<file path="src/logic/hthf_pkg.sv">
// constants and register map for the host task handshake flag block
// Summary of operation
// - status flags driven only in run mode
// - module reset drops access flag until ready
// - host access inside grace time is not errored
// - program error sets flag, lamp, stores line/code
// - program error drops access flag
// - system failure sets flag, lamp, stores code
// - system failure drops access flag
// - alive flag low in reset processing
// - host general outputs readable by software
// - select bit is general output unless host-triggered
// - launch edge starts every selected task
// - launch ignored for busy or starting task
// - select rising under held strobe starts nothing
// - launch acts only while access flag high
// - strobe never general; compiled tasks never launched
// - select ignored unless task is host-triggered
// - reset request acts after 200/2000 ms grace
// - start condition defaults to boot (preloaded) for both tasks
// - disabled task never loaded or started
// - access flag rises once multitask possible
// - 26 software-driven general inputs toward host
// - host access when not enabled gives unit-down error
package hthf_pkg;

	// register byte addresses
	localparam logic [4:0] REG_CTRL    = 5'h00;
	localparam logic [4:0] REG_EVENT   = 5'h04;
	localparam logic [4:0] REG_STATUS  = 5'h08;
	localparam logic [4:0] REG_GPIN    = 5'h0C;
	localparam logic [4:0] REG_GPOUT   = 5'h10;
	localparam logic [4:0] REG_TASKCFG = 5'h14;
	localparam logic [4:0] REG_ERRINFO = 5'h18;

	// control register fields
	localparam int CTRL_GRACE_LONG = 0;
	localparam int CTRL_COMPILED   = 4;

	// event register fields (write one to fire)
	localparam int EV_MT_READY = 0;
	localparam int EV_PROG_ERR = 1;
	localparam int EV_SYS_FAIL = 2;
	localparam int EV_TASK_END = 4;

	// task start condition field, three bits per task
	localparam int          TC_W     = 3;
	localparam logic [2:0]  TC_START = 3'h0;
	localparam logic [2:0]  TC_IT    = 3'h1;
	localparam logic [2:0]  TC_BOOT  = 3'h2;
	localparam logic [2:0]  TC_ON    = 3'h3;
	localparam logic [2:0]  TC_OFF   = 3'h4;
	localparam logic [31:0] TASKCFG_RST = {26'h0, TC_BOOT, TC_BOOT};

	// pin group widths and reset values
	localparam int          NUM_TASKS = 2;
	localparam int          GPOUT_W   = 23;
	localparam int          GPIN_W    = 26;
	localparam logic [31:0] CTRL_RST  = 32'h00000000;
	localparam logic [31:0] ERR_RST   = 32'h00000000;

	// error record location in buffer memory
	localparam logic [15:0] ERR_BUF_BASE = 16'h2400;

	// mode switch: run mode is setting 0 or 1
	localparam logic [3:0] MODE_RUN_MAX = 4'h1;

	// timing
	localparam int CLK_MHZ        = 250;
	localparam int GRACE_SHORT_MS = 200;
	localparam int GRACE_LONG_MS  = 2000;
	localparam int GRACE_SHORT_CYC = GRACE_SHORT_MS * 1000 * CLK_MHZ;
	localparam int GRACE_LONG_CYC  = GRACE_LONG_MS * 1000 * CLK_MHZ;
	localparam int RST_PROC_CYC    = 16;

	typedef enum logic [1:0] {RS_IDLE, RS_GRACE, RS_PROC} hthf_rst_state_t;

endpackage : hthf_pkg

</file>
<file path="src/logic/hthf_sync.sv">
// two flip-flop synchroniser for a group of pin inputs
`timescale 1ns/10ps
`default_nettype none
module hthf_sync #(
	parameter int W = 1
) (
	// clock and reset
	input  wire logic         clk,
	input  wire logic         reset,
	// pins in, synchronised out
	input  wire logic [W-1:0] pin_in,
	output var  logic [W-1:0] sync_out
);

	logic [W-1:0] meta;

	initial
	begin
		if (W < 1) $error("hthf_sync: width must be at least one");
	end

	// first stage is read by the second stage only
	always_ff @(posedge clk or posedge reset)
	begin
		if (reset)
		begin
			meta     <= '0;
			sync_out <= '0;
		end
		else
		begin
			meta     <= pin_in;
			sync_out <= meta;
		end
	end

endmodule : hthf_sync
`default_nettype wire

</file>
<file path="src/logic/hthf_launch.sv">
// per-task launch by host strobe edge with busy tracking
`timescale 1ns/10ps
`default_nettype none
module hthf_launch #(
	parameter int N = 2
) (
	// clock and reset
	input  wire logic         clk,
	input  wire logic         reset,
	// launch conditions
	input  wire logic         strobe_rise,
	input  wire logic         access_ok,
	input  wire logic [N-1:0] select,
	input  wire logic [N-1:0] host_triggered,
	input  wire logic [N-1:0] compiled,
	// task life cycle
	input  wire logic [N-1:0] task_end,
	input  wire logic         module_reset,
	output var  logic [N-1:0] busy,
	output var  logic [N-1:0] start_pulse
);

	initial
	begin
		if (N < 1) $error("hthf_launch: need at least one task");
	end

	genvar i;
	generate
		for (i = 0; i < N; i++)
		begin : g_task
			logic go;
			// edge only, so a select raised under a held strobe does nothing
			assign go = strobe_rise && access_ok && select[i]
				&& host_triggered[i] && !compiled[i]
				&& !busy[i];

			// busy from launch until software reports the task ended or a module reset clears it
			always_ff @(posedge clk or posedge reset)
			begin
				if (reset)
				begin
					busy[i]        <= 1'b0;
					start_pulse[i] <= 1'b0;
				end
				else
				begin
					start_pulse[i] <= go && !module_reset;
					if (module_reset)
						busy[i] <= 1'b0;
					else if (go)
						busy[i] <= 1'b1;
					else if (task_end[i])
						busy[i] <= 1'b0;
				end
			end
		end
	endgenerate

endmodule : hthf_launch
`default_nettype wire

</file>
<file path="src/logic/hthf_top.sv">
// host task handshake flags with avalon-mm register slave
`timescale 1ns/10ps
`default_nettype none
module hthf_top #(
	parameter int unsigned GRACE_SHORT_CYC = hthf_pkg::GRACE_SHORT_CYC,
	parameter int unsigned GRACE_LONG_CYC  = hthf_pkg::GRACE_LONG_CYC,
	parameter int unsigned RST_PROC_CYC    = hthf_pkg::RST_PROC_CYC
) (
	// clock and reset
	input  wire logic        clk,
	input  wire logic        reset,
	// avalon-mm slave
	input  wire logic [4:0]  address,
	input  wire logic        read,
	input  wire logic        write,
	input  wire logic [3:0]  byteenable,
	input  wire logic [31:0] writedata,
	output var  logic [31:0] readdata,
	output logic             waitrequest,
	// mode switch pins
	input  wire logic [3:0]  mode_switch,
	// host-driven pins
	input  wire logic [22:0] host_gp_out,
	input  wire logic        task1_select,
	input  wire logic        task2_select,
	input  wire logic        task_launch_strobe,
	input  wire logic        module_reset_request,
	input  wire logic        host_buffer_rw_cmd,
	// flags toward host
	output var  logic        access_permitted_flag,
	output var  logic        program_error_flag,
	output var  logic        system_failure_flag,
	output var  logic        module_alive_flag,
	output var  logic [25:0] host_gp_in,
	output var  logic        unit_down_error,
	// module side
	output var  logic        fault_lamp,
	output var  logic        module_reset_active,
	output var  logic [1:0]  task_start,
	output var  logic [1:0]  task_load_req,
	// error record writes into buffer memory
	output var  logic        err_buf_we,
	output var  logic [15:0] err_buf_addr,
	output var  logic [15:0] err_buf_data
);

	initial
	begin
		if (GRACE_SHORT_CYC < 1 || GRACE_LONG_CYC < 1 || RST_PROC_CYC < 1)
			$error("hthf_top: timing counts must be at least one");
	end

	////////////////////////////////////////////////////////////////////////
	// pin synchronisers

	logic [22:0] gp_out_s;
	logic [1:0]  sel_s;
	logic        strobe_s;
	logic        rst_req_s;
	logic        rw_cmd_s;
	logic [3:0]  mode_s;

	// every host pin comes from another domain
	hthf_sync #(.W(32)) u_sync (
		.clk      (clk),
		.reset    (reset),
		.pin_in   ({mode_switch, host_buffer_rw_cmd, module_reset_request,
		            task_launch_strobe, task2_select, task1_select, host_gp_out}),
		.sync_out ({mode_s, rw_cmd_s, rst_req_s, strobe_s, sel_s, gp_out_s})
	);

	// previous samples for edge detection
	logic strobe_q;
	logic rst_req_q;
	logic rw_cmd_q;
	logic strobe_rise;
	logic rst_req_rise;
	logic rw_cmd_rise;
	logic run_mode;

	always_ff @(posedge clk or posedge reset)
	begin
		if (reset)
		begin
			strobe_q  <= 1'b0;
			rst_req_q <= 1'b0;
			rw_cmd_q  <= 1'b0;
		end
		else
		begin
			strobe_q  <= strobe_s;
			rst_req_q <= rst_req_s;
			rw_cmd_q  <= rw_cmd_s;
		end
	end

	assign strobe_rise  = strobe_s && !strobe_q;
	assign rst_req_rise = rst_req_s && !rst_req_q;
	assign rw_cmd_rise  = rw_cmd_s && !rw_cmd_q;
	assign run_mode     = (mode_s <= hthf_pkg::MODE_RUN_MAX);

	////////////////////////////////////////////////////////////////////////
	// register bus

	logic        served;
	logic        wr_go;
	logic        rd_go;
	logic [31:0] wmask;
	logic [31:0] ctrl;
	logic [31:0] gpin;
	logic [31:0] taskcfg;
	logic [31:0] errinfo;
	logic [31:0] ev;
	logic [31:0] status;
	logic [31:0] gpout_view;

	// every access takes two cycles: taken, then answered
	assign waitrequest = (read || write) && !served;
	assign wr_go       = write && served;
	assign rd_go       = read && !served;
	assign wmask       = {{8{byteenable[3]}}, {8{byteenable[2]}},
	                      {8{byteenable[1]}}, {8{byteenable[0]}}};
	assign ev          = (wr_go && address == hthf_pkg::REG_EVENT) ? (writedata & wmask) : 32'h00000000;

	always_ff @(posedge clk or posedge reset)
	begin
		if (reset)
			served <= 1'b0;
		else
			served <= (read || write) && !served;
	end

	// software-written registers honour byte enables
	always_ff @(posedge clk or posedge reset)
	begin
		if (reset)
		begin
			ctrl    <= hthf_pkg::CTRL_RST;
			gpin    <= 32'h00000000;
			taskcfg <= hthf_pkg::TASKCFG_RST;
			errinfo <= hthf_pkg::ERR_RST;
		end
		else if (wr_go)
		begin
			case (address)
				hthf_pkg::REG_CTRL:    ctrl    <= (ctrl & ~wmask) | (writedata & wmask);
				hthf_pkg::REG_GPIN:    gpin    <= (gpin & ~wmask) | (writedata & wmask);
				hthf_pkg::REG_TASKCFG: taskcfg <= (taskcfg & ~wmask) | (writedata & wmask);
				hthf_pkg::REG_ERRINFO: errinfo <= (errinfo & ~wmask) | (writedata & wmask);
				default: ;
			endcase
		end
	end

	// read data set at the taking edge, stands while waitrequest is low
	always_ff @(posedge clk or posedge reset)
	begin
		if (reset)
			readdata <= 32'h00000000;
		else if (rd_go)
		begin
			case (address)
				hthf_pkg::REG_CTRL:    readdata <= ctrl;
				hthf_pkg::REG_STATUS:  readdata <= status;
				hthf_pkg::REG_GPIN:    readdata <= gpin;
				hthf_pkg::REG_GPOUT:   readdata <= gpout_view;
				hthf_pkg::REG_TASKCFG: readdata <= taskcfg;
				hthf_pkg::REG_ERRINFO: readdata <= errinfo;
				default:               readdata <= 32'h00000000;
			endcase
		end
	end

	////////////////////////////////////////////////////////////////////////
	// task start conditions

	logic [1:0] cond_it;
	logic [1:0] loadable;
	logic [2:0] cond_t1;
	logic [2:0] cond_t2;

	assign cond_t1     = taskcfg[2:0];
	assign cond_t2     = taskcfg[5:3];
	assign cond_it     = {cond_t2 == hthf_pkg::TC_IT, cond_t1 == hthf_pkg::TC_IT};
	// on-demand and disabled tasks are not preloaded
	assign loadable[0] = (cond_t1 != hthf_pkg::TC_OFF) && (cond_t1 != hthf_pkg::TC_ON);
	assign loadable[1] = (cond_t2 != hthf_pkg::TC_OFF) && (cond_t2 != hthf_pkg::TC_ON);

	// a select bit of a non-host-triggered task reads as a plain output
	assign gpout_view = {7'h00, sel_s & ~cond_it, gp_out_s};

	////////////////////////////////////////////////////////////////////////
	// module reset sequence: grace time, then reset processing

	hthf_pkg::hthf_rst_state_t rst_state;
	logic [31:0] rst_cnt;
	logic [31:0] grace_last;
	logic        in_grace;
	logic        mod_rst;
	logic        proc_done;

	assign grace_last = ctrl[hthf_pkg::CTRL_GRACE_LONG] ? (GRACE_LONG_CYC - 32'd1) : (GRACE_SHORT_CYC - 32'd1);
	assign in_grace   = (rst_state == hthf_pkg::RS_GRACE);
	assign mod_rst    = (rst_state == hthf_pkg::RS_PROC);
	assign proc_done  = mod_rst && (rst_cnt == RST_PROC_CYC - 32'd1);

	// power-up enters reset processing too, so the alive flag starts low
	always_ff @(posedge clk or posedge reset)
	begin
		if (reset)
		begin
			rst_state <= hthf_pkg::RS_PROC;
			rst_cnt   <= 32'h00000000;
		end
		else
		begin
			case (rst_state)
				hthf_pkg::RS_IDLE:
				begin
					rst_cnt <= 32'h00000000;
					if (rst_req_rise)
						rst_state <= hthf_pkg::RS_GRACE;
				end
				hthf_pkg::RS_GRACE:
				begin
					// host accesses still served during this wait
					if (rst_cnt >= grace_last)
					begin
						rst_state <= hthf_pkg::RS_PROC;
						rst_cnt   <= 32'h00000000;
					end
					else
						rst_cnt <= rst_cnt + 32'd1;
				end
				hthf_pkg::RS_PROC:
				begin
					if (proc_done)
					begin
						rst_state <= hthf_pkg::RS_IDLE;
						rst_cnt   <= 32'h00000000;
					end
					else
						rst_cnt <= rst_cnt + 32'd1;
				end
				default:
				begin
					rst_state <= hthf_pkg::RS_IDLE;
					rst_cnt   <= 32'h00000000;
				end
			endcase
		end
	end

	////////////////////////////////////////////////////////////////////////
	// multitask and error state

	logic mt_ready;
	logic prog_err;
	logic sys_fail;
	logic mt_enabled;

	// ready comes from software once tasks can run; errors end it
	always_ff @(posedge clk or posedge reset)
	begin
		if (reset)
			mt_ready <= 1'b0;
		else if (mod_rst)
			mt_ready <= 1'b0;
		else if ((ev[hthf_pkg::EV_PROG_ERR] || ev[hthf_pkg::EV_SYS_FAIL]) && mt_ready)
			mt_ready <= 1'b0;
		else if (ev[hthf_pkg::EV_MT_READY] && !prog_err && !sys_fail)
			mt_ready <= 1'b1;
	end

	// errors count only during multitask execution; cleared by module reset
	always_ff @(posedge clk or posedge reset)
	begin
		if (reset)
		begin
			prog_err <= 1'b0;
			sys_fail <= 1'b0;
		end
		else if (mod_rst)
		begin
			prog_err <= 1'b0;
			sys_fail <= 1'b0;
		end
		else
		begin
			if (ev[hthf_pkg::EV_PROG_ERR] && mt_ready)
				prog_err <= 1'b1;
			if (ev[hthf_pkg::EV_SYS_FAIL] && mt_ready)
				sys_fail <= 1'b1;
		end
	end

	assign mt_enabled = mt_ready && !mod_rst;

	////////////////////////////////////////////////////////////////////////
	// error record written into buffer memory

	logic err_second;

	// program error stores line then code; system failure stores code only
	always_ff @(posedge clk or posedge reset)
	begin
		if (reset)
		begin
			err_buf_we   <= 1'b0;
			err_buf_addr <= 16'h0000;
			err_buf_data <= 16'h0000;
			err_second   <= 1'b0;
		end
		else if (ev[hthf_pkg::EV_PROG_ERR] && mt_ready && !mod_rst)
		begin
			err_buf_we   <= 1'b1;
			err_buf_addr <= hthf_pkg::ERR_BUF_BASE;
			err_buf_data <= errinfo[15:0];
			err_second   <= 1'b1;
		end
		else if (err_second)
		begin
			err_buf_we   <= 1'b1;
			err_buf_addr <= hthf_pkg::ERR_BUF_BASE + 16'h0001;
			err_buf_data <= errinfo[31:16];
			err_second   <= 1'b0;
		end
		else if (ev[hthf_pkg::EV_SYS_FAIL] && mt_ready && !mod_rst)
		begin
			err_buf_we   <= 1'b1;
			err_buf_addr <= hthf_pkg::ERR_BUF_BASE;
			err_buf_data <= errinfo[31:16];
		end
		else
			err_buf_we <= 1'b0;
	end

	////////////////////////////////////////////////////////////////////////
	// task launch

	logic [1:0] busy;
	logic [1:0] start_p;

	hthf_launch #(.N(hthf_pkg::NUM_TASKS)) u_launch (
		.clk            (clk),
		.reset          (reset),
		.strobe_rise    (strobe_rise),
		.access_ok      (access_permitted_flag),
		.select         (sel_s),
		.host_triggered (cond_it),
		.compiled       (ctrl[hthf_pkg::CTRL_COMPILED +: 2]),
		.task_end       (ev[hthf_pkg::EV_TASK_END +: 2]),
		.module_reset   (mod_rst),
		.busy           (busy),
		.start_pulse    (start_p)
	);

	////////////////////////////////////////////////////////////////////////
	// outputs toward host and module

	// outside run mode the three handshake flags stay low
	always_ff @(posedge clk or posedge reset)
	begin
		if (reset)
		begin
			access_permitted_flag <= 1'b0;
			program_error_flag    <= 1'b0;
			system_failure_flag   <= 1'b0;
			module_alive_flag     <= 1'b0;
			fault_lamp            <= 1'b0;
			module_reset_active   <= 1'b0;
		end
		else
		begin
			access_permitted_flag <= run_mode && mt_enabled && !prog_err && !sys_fail;
			program_error_flag    <= run_mode && prog_err;
			system_failure_flag   <= run_mode && sys_fail;
			module_alive_flag     <= !mod_rst;
			fault_lamp            <= prog_err || sys_fail;
			module_reset_active   <= mod_rst;
		end
	end

	// unit-down error, except inside the grace window after a reset request
	always_ff @(posedge clk or posedge reset)
	begin
		if (reset)
			unit_down_error <= 1'b0;
		else
			unit_down_error <= rw_cmd_rise && !mt_enabled && !in_grace;
	end

	// general inputs, launches and preload requests
	always_ff @(posedge clk or posedge reset)
	begin
		if (reset)
		begin
			host_gp_in    <= 26'h0000000;
			task_start    <= 2'h0;
			task_load_req <= 2'h0;
		end
		else
		begin
			host_gp_in    <= gpin[25:0];
			task_start    <= start_p;
			task_load_req <= proc_done ? loadable : 2'h0;
		end
	end

	// status word shows the block's own state
	assign status = {16'h0000, 2'h0, busy, mode_s, 1'b0, in_grace, mod_rst, run_mode,
	                 module_alive_flag, system_failure_flag, program_error_flag, access_permitted_flag};

endmodule : hthf_top
`default_nettype wire

</file>
<file path="config.mk">
export PLATFORM = sky130hd
export DESIGN_NAME = hthf_top
export DESIGN_NICKNAME = d
export VERILOG_FILES = /design/src/logic/hthf_pkg.sv /design/src/logic/hthf_sync.sv /design/src/logic/hthf_launch.sv /design/src/logic/hthf_top.sv
export SDC_FILE = /design/constraint.sdc
export NUM_CORES = 1
export LEC_CHECK = 0
export ABC_AREA = 1
export BUFFER_PORTS_ARGS = -buffer_cell sky130_fd_sc_hd__buf_4
export CORE_MARGIN = 2
export CORE_UTILIZATION = 50
export CTS_CLUSTER_SIZE = 20
export DETAILED_ROUTE_END_ITERATION = 16
export MAX_ROUTING_LAYER = met4
export PLACE_DENSITY = 0.73
export SYNTH_ARGS = -nofsm -noshare
export SYNTH_HDL_FRONTEND = slang
export SYNTH_SLANG_ARGS = --single-unit
</file>
<file path="constraint.sdc">
create_clock -name clk -period 12.92 [get_ports clk]
set_input_delay 2.584 -clock clk [delete_from_list [all_inputs] [get_ports clk]]
set_output_delay 2.584 -clock clk [all_outputs]
set_load 0.005 [all_outputs]
</file>
# Word-level counts from Yosys, hierarchy flattened
# Cells that the tools add are included.
dict set report totals {
  register_bits 340
  latchBits 0
  mem_bits_rw 0
  romBits 0
  input_bits 77
  output_inout_bits 103
  word_cells 166
  memories 0
}
dict set report classes {
  addsub 1
  multipliers 0
  div 0
  n_lt_le_gt_ge 2
  n_eq_ne 18
  shifts 0
  muxes 34
  n_bitwise 12
  reduce_logical 65
}
# cell n
set op_table {}
lappend op_table {{case mux 32 bit (6 select lines)} 1}
lappend op_table {{bitwise AND 32 bit} 5}
lappend op_table {{bitwise OR 32 bit} 4}
lappend op_table {{2-to-1 mux 16 bit} 6}
lappend op_table {{2-to-1 mux 32 bit} 2}
lappend op_table {{case mux 32 bit (2 select lines)} 1}
lappend op_table {{logical AND 1 bit} 36}
lappend op_table {{adder 32 x 1 -> 32 bit, second input constant} 1}
lappend op_table {{equality test 32 x 4 -> 1 bit, second input constant} 1}
lappend op_table {{>= comparator 32 x 29 -> 1 bit} 1}
lappend op_table {{inverter 32 bit} 1}
lappend op_table {{2-to-1 mux 29 bit} 1}
lappend op_table {{2-to-1 mux 1 bit} 17}
lappend op_table {{equality test 5 bit, second input constant} 3}
lappend op_table {{logical NOT 1 bit} 13}
lappend op_table {{nonzero test 3 bit} 4}
lappend op_table {{equality test 5 x 4 -> 1 bit, second input constant} 2}
lappend op_table {{2-to-1 mux 2 bit} 4}
lappend op_table {{AND reduction 2 bit} 4}
lappend op_table {{equality test 3 x 1 -> 1 bit, second input constant} 2}
lappend op_table {{2-to-1 mux 6 bit} 1}
lappend op_table {{!= test 3 x 2 -> 1 bit, second input constant} 2}
lappend op_table {{!= test 3 bit, second input constant} 2}
lappend op_table {{case mux 2 bit (3 select lines)} 1}
lappend op_table {{other kinds (13)} 17}

# Depth between registers and ports, before layout
dict set report depth {
  word_depth 9
  ltp_mapped 14
  ltp_nobuf 13
}

# Modules after synthesis
# A second synthesis with hierarchy kept.
dict set report unflattened {
  hier_cells 1465
  area_unflattened_um2 13471.7
}
# mod n_inst cells_per_inst area_per_inst_um2 seq_area_each_um2
set modules_own_cells {}
lappend modules_own_cells {hthf_top 1 1375 11677.4 6459.9}
lappend modules_own_cells {hthf_sync 1 65 1605.3 1601.5}
lappend modules_own_cells {hthf_launch 1 25 188.9 100.1}

# Worst setup path after synthesis
# OpenSTA, ideal clock, no wires.
dict set report synth_timing {
  path_type {input-to-output}
  from {input write}
  to {output waitrequest}
  arrival_ps 2731
  required_ps 10336
  slack_ps 7605
  path_stages 2
  n_path_buf 0
  path_cell_list {nor2_1 > nor2_1}
}
dict set report synth_via {
  elab_chain_len 2
}
# element line_no
set synth_lines {}
lappend synth_lines {{start: declaration} hthf_top.sv:15} ;# input wire logic write,
lappend synth_lines {{logical OR 1 bit} hthf_top.sv:118} ;# assign waitrequest = (read || write) && !served;
lappend synth_lines {{logical AND 1 bit} hthf_top.sv:118}
lappend synth_lines {{end: declaration} hthf_top.sv:19} ;# output logic waitrequest,
# Every way passes these cells.

# Worst setup path in the final report
# Ends and elaborated chain as after synthesis.

==> impl_metrics.prom <==
# TYPE chip_impl_metric gauge
chip_impl_info{name="critical_path.endpoint_type",value="output pin"} 1
chip_impl_metric{name="dp_cells",unit=""} 1922
chip_impl_metric{name="drive_above_1_share",unit=""} 0.157
chip_impl_metric{name="clock_path_buffers",unit=""} 3
chip_impl_metric{name="clock_tree.htree_level_count",unit=""} 2
chip_impl_metric{name="finalSetupViolCount",unit=""} 0
chip_impl_metric{name="cts_resized",unit=""} 0
chip_impl_info{name="criticalPathCategory",value="in -> out"} 1
chip_impl_metric{name="placement.setup.worst_slack",unit="ns"} 7.35
chip_impl_info{name="hold_path.class",value="reg -> reg"} 1
chip_impl_metric{name="tightest_slew",unit="ns"} 1.36
chip_impl_metric{name="yosysUniqueCellTypes",unit=""} 47
chip_impl_metric{name="grt_overflow",unit=""} 0
chip_impl_info{name="synth_largest_area_cell",value="dfrtp_1"} 1
chip_impl_metric{name="number_of_antenna_violations_at_the_first_check_in_global_routing",unit=""} 2
chip_impl_metric{name="timing_hold_violations_final",unit=""} 0
chip_impl_info{name="clk_root_buffer_cell",value="clkbuf_16"} 1
chip_impl_metric{name="fp.dieArea",unit="sq mm"} 0.0283
chip_impl_metric{name="fp.dieH",unit="microns"} 168
chip_impl_metric{name="die_x",unit="microns"} 168
chip_impl_metric{name="finalNetCount",unit=""} 1713
chip_impl_metric{name="initial_core_util",unit=""} 0.505
chip_impl_metric{name="synthDominantCellAreaShare",unit=""} 0.599
chip_impl_info{name="worst_setup_path_startpoint",value="write"} 1
chip_impl_metric{name="synth.area.mux_share",unit=""} 0
chip_impl_metric{name="slew_limit_fails",unit=""} 0
chip_impl_metric{name="clock_insertion_delay_worst_skew",unit="ns"} 0.52
chip_impl_metric{name="synth_compound_gate_area_share",unit=""} 0.103
chip_impl_info{name="synth-main-ff-cell",value="dfrtp_1"} 1
chip_impl_metric{name="grtUsageMet3",unit=""} 0.0367
chip_impl_metric{name="yosys_warnings",unit=""} 0
chip_impl_metric{name="ys_async_sr_fraction",unit=""} 1.00
chip_impl_metric{name="fin_setup_tns",unit="ns"} 0
chip_impl_metric{name="globalplace.congestion",unit=""} 0.926
chip_impl_metric{name="buffer_ports.inserted",unit=""} 166
chip_impl_info{name="synth_top_family_by_area",value="simple AND/OR/NAND/NOR gates"} 1
chip_impl_metric{name="cts_inserted_buffers",unit=""} 35
chip_impl_metric{name="postSynthAreaPerCell",unit="sq um"} 9.23
chip_impl_metric{name="firstDrtPassIters",unit=""} 5
chip_impl_metric{name="nFillCells",unit=""} 2241
chip_impl_metric{name="min_period_over_period",unit=""} 0.431
chip_impl_metric{name="global_route.usage.met1",unit=""} 0.357
chip_impl_metric{name="vias_in_the_first_global_route",unit=""} 10200
chip_impl_metric{name="p_leak",unit="nW"} 7.81
chip_impl_metric{name="drc_errors",unit=""} 0
chip_impl_metric{name="power.ir.vdd_worst",unit="mV"} 0.102
chip_impl_metric{name="grt_max_degree",unit=""} 97
chip_impl_metric{name="synth_seq_area_share",unit=""} 0.605
chip_impl_metric{name="synth_simple_gate_area_frac",unit=""} 0.195
chip_impl_metric{name="critPathArrivalTime",unit="ns"} 2.99
chip_impl_metric{name="power_consumption",unit="mW"} 2.36
chip_impl_metric{name="ratio_of_routed_vias_to_standard_cells",unit=""} 5.38
chip_impl_metric{name="detailroute.via_count",unit=""} 10700
chip_impl_metric{name="critPathRequiredTime",unit="ns"} 10.34
chip_impl_metric{name="final-instance-count-excl-fill",unit=""} 1984
chip_impl_metric{name="cts.reportedPaths.clkPinSlew",unit="ns"} 0.06
chip_impl_metric{name="finClkSkew",unit="ns"} 0.0185
chip_impl_info{name="ys_top_cells_by_area",value="dfrtp_1, nand2_1, o21ai_0, inv_1, nor2_1"} 1
chip_impl_metric{name="mappedNetlistArea",unit="sq mm"} 0.0135
chip_impl_metric{name="power_per_cell_area",unit="mW/mm^2"} 147
chip_impl_metric{name="slew_headroom",unit=""} 0.0909
chip_impl_metric{name="drtIter0Drc",unit=""} 1030
chip_impl_metric{name="post-route-worst-setup-slack",unit="ns"} 7.35
chip_impl_metric{name="cts.sinks",unit=""} 326
chip_impl_metric{name="synthXorXnorAreaFrac",unit=""} 0.0162
chip_impl_metric{name="yosys.area_share.adder",unit=""} 0.0167
chip_impl_info{name="holdCritStartpoint",value="u_sync.meta[25]"} 1
chip_impl_metric{name="track_usage",unit=""} 0.258
chip_impl_metric{name="fmax",unit="GHz"} 0.180
chip_impl_metric{name="post-dp-hpwl",unit="microns"} 24000
chip_impl_metric{name="post_drt_wl_per_cell",unit="microns"} 17.8
chip_impl_info{name="start_kind",value="primary input"} 1
chip_impl_metric{name="placement_rows",unit=""} 60
chip_impl_metric{name="num_io_pins",unit=""} 180
chip_impl_metric{name="number_of_nets_still_failing_antenna_checks_after_routing",unit=""} 0
chip_impl_metric{name="design.core.area",unit="sq mm"} 0.0267
chip_impl_metric{name="post_cts_hold_buffer_count",unit=""} 0
chip_impl_metric{name="timing.max_cap.violations",unit=""} 0
chip_impl_metric{name="grt_first_pass_wirelength",unit="microns"} 55400
chip_impl_metric{name="routed_wl",unit="microns"} 35300
chip_impl_info{name="rsz_0062_raised_after_global_routing",value="false"} 1
chip_impl_metric{name="synth-edff-count",unit=""} 0
chip_impl_metric{name="netlist_instances",unit=""} 1461
chip_impl_info{name="status",value="finished, final reports clean"} 1
chip_impl_metric{name="period_minus_slack",unit="ns"} 5.57
chip_impl_info{name="global_route.peak_usage_layer",value="met2"} 1
chip_impl_metric{name="ffs_latches_synth",unit=""} 326
chip_impl_metric{name="cp_max_fanout",unit=""} 2
chip_impl_metric{name="area_growth_syn_to_layout",unit="%"} 19.5
chip_impl_info{name="tritoncts_clock_tree",value="done"} 1
chip_impl_metric{name="global_route.usage.met2",unit=""} 0.390
chip_impl_metric{name="cts_setup_buffers",unit=""} 0
-- path summary, 6_finish.rpt --
kind                                              end  slack, ns  cells after the start
setup / recovery                          waitrequest       7.35                      4
hold / removal                    u_sync.sync_out[25]       0.34                      0
setup reg to reg                          rst_cnt[30]       9.95                     13
hold reg to reg                   u_sync.sync_out[25]       0.34                      0
max in group asynchronous  asynchronous set/reset pin       8.34                      4
min in group asynchronous  asynchronous set/reset pin       2.19                      2
-- logic make-up after synthesis --
logic type | Yosys count
compound gates | 254
xor+xnor | 25
fa+ha+maj | 18
buf+inv | 203
flops | 326
other cells | 1
simple gates | 634
-- metrics by stage --
stage                     utilization  instance area, sq um  hold slack, ns
final                           0.603                 16100           0.344
after global routing            0.603                 16100           0.344
after CTS                       0.603                 16100           0.346
after detailed placement        0.559                 14900           0.335
after global placement          0.559                 14900           0.334
after floorplan                     -                 13500           0.331
-- worst max-delay path, cell delays in order --
cell	delay, ns
buf_4	0.12
nor2_1	0.09
nor2_1	0.06
buf_4	0.13
-- per-layer routing --
metal,vias up,share of wire
met5,-,0
met4,0,0.034
met3,95,0.062
met2,432,0.47
met1,5146,0.43
li1,4993,-
-- final cells by class --
| class | instances | area [sq um] | area share |
|---|---|---|---|
| sequential | 326 | 8160 | 0.506 |
| multi-input combinational | 944 | 4520 | 0.280 |
| timing repair buffer | 174 | 1310 | 0.0810 |
| clock buffer | 51 | 1080 | 0.0669 |
| inverter | 137 | 524 | 0.0325 |
| tap | 341 | 427 | 0.0265 |
| clock inverter | 9 | 98.8 | 0.00613 |
| antenna | 2 | 5.00 | 0.000310 |
-- power by group --
part           switching (mW)  internal [mW]
combinational           0.137         0.0791
clock                   0.397          0.618
sequential             0.0449           1.09
total                   0.579           1.79
-- Yosys cell counts (2+ instances only) --
cell / number
buf_4: 17
o221ai_1: 2
xnor2_1: 5
nor2_2: 5
inv_1: 135
or2_2: 4
clkbuf_1: 34
a221oi_1: 5
xor2_1: 20
o21ai_0: 191
o22a_1: 5
ha_1: 18
buf_6: 2
nand2_2: 3
nor4_1: 4
o211ai_1: 5
nand3_1: 55
dfstp_2: 3
nand3_4: 2
a22o_1: 9
o2111ai_1: 2
nand4_1: 17
buf_2: 10
dfrtp_1: 323
nand2_1: 417
a31oi_1: 4
buf_1: 2
nor3_1: 18
a21oi_1: 19
nor2_1: 102
o21ai_1: 7
-- cell usage in the layout (no fill, tap or decap), drive strengths merged --
| cell | Yosys | routed |
|---|---|---|
| nand2 | 420 | 420 |
| dfrtp | 323 | 323 |
| o21ai | 199 | 199 |
| buf | 31 | 174 |
| inv | 136 | 137 |
| nor2 | 108 | 108 |
| nand3 | 57 | 57 |
| clkbuf | 35 | 51 |
| xor2 | 20 | 20 |
| a21oi | 19 | 19 |
| nor3 | 19 | 19 |
| ha | 18 | 18 |
| nand4 | 18 | 18 |
| conb | 1 | 13 |
| a22o | 9 | 9 |
| clkinv | 1 | 7 |
| o211ai | 5 | 5 |
| o22a | 5 | 5 |
| a221oi | 5 | 5 |
| xnor2 | 5 | 5 |
| nor4 | 5 | 5 |
| or2 | 4 | 4 |
| a31oi | 4 | 4 |
| dfstp | 3 | 3 |
| diode | 0 | 2 |
| o221ai | 2 | 2 |
| o2111ai | 2 | 2 |
| bufinv | 0 | 2 |
| and2 | 1 | 1 |
| o221a | 1 | 1 |
| o22ai | 1 | 1 |
| a41oi | 1 | 1 |
| and3 | 1 | 1 |
| or3 | 1 | 1 |
| a31o | 1 | 1 |
(Power assumes the default switching activity.)
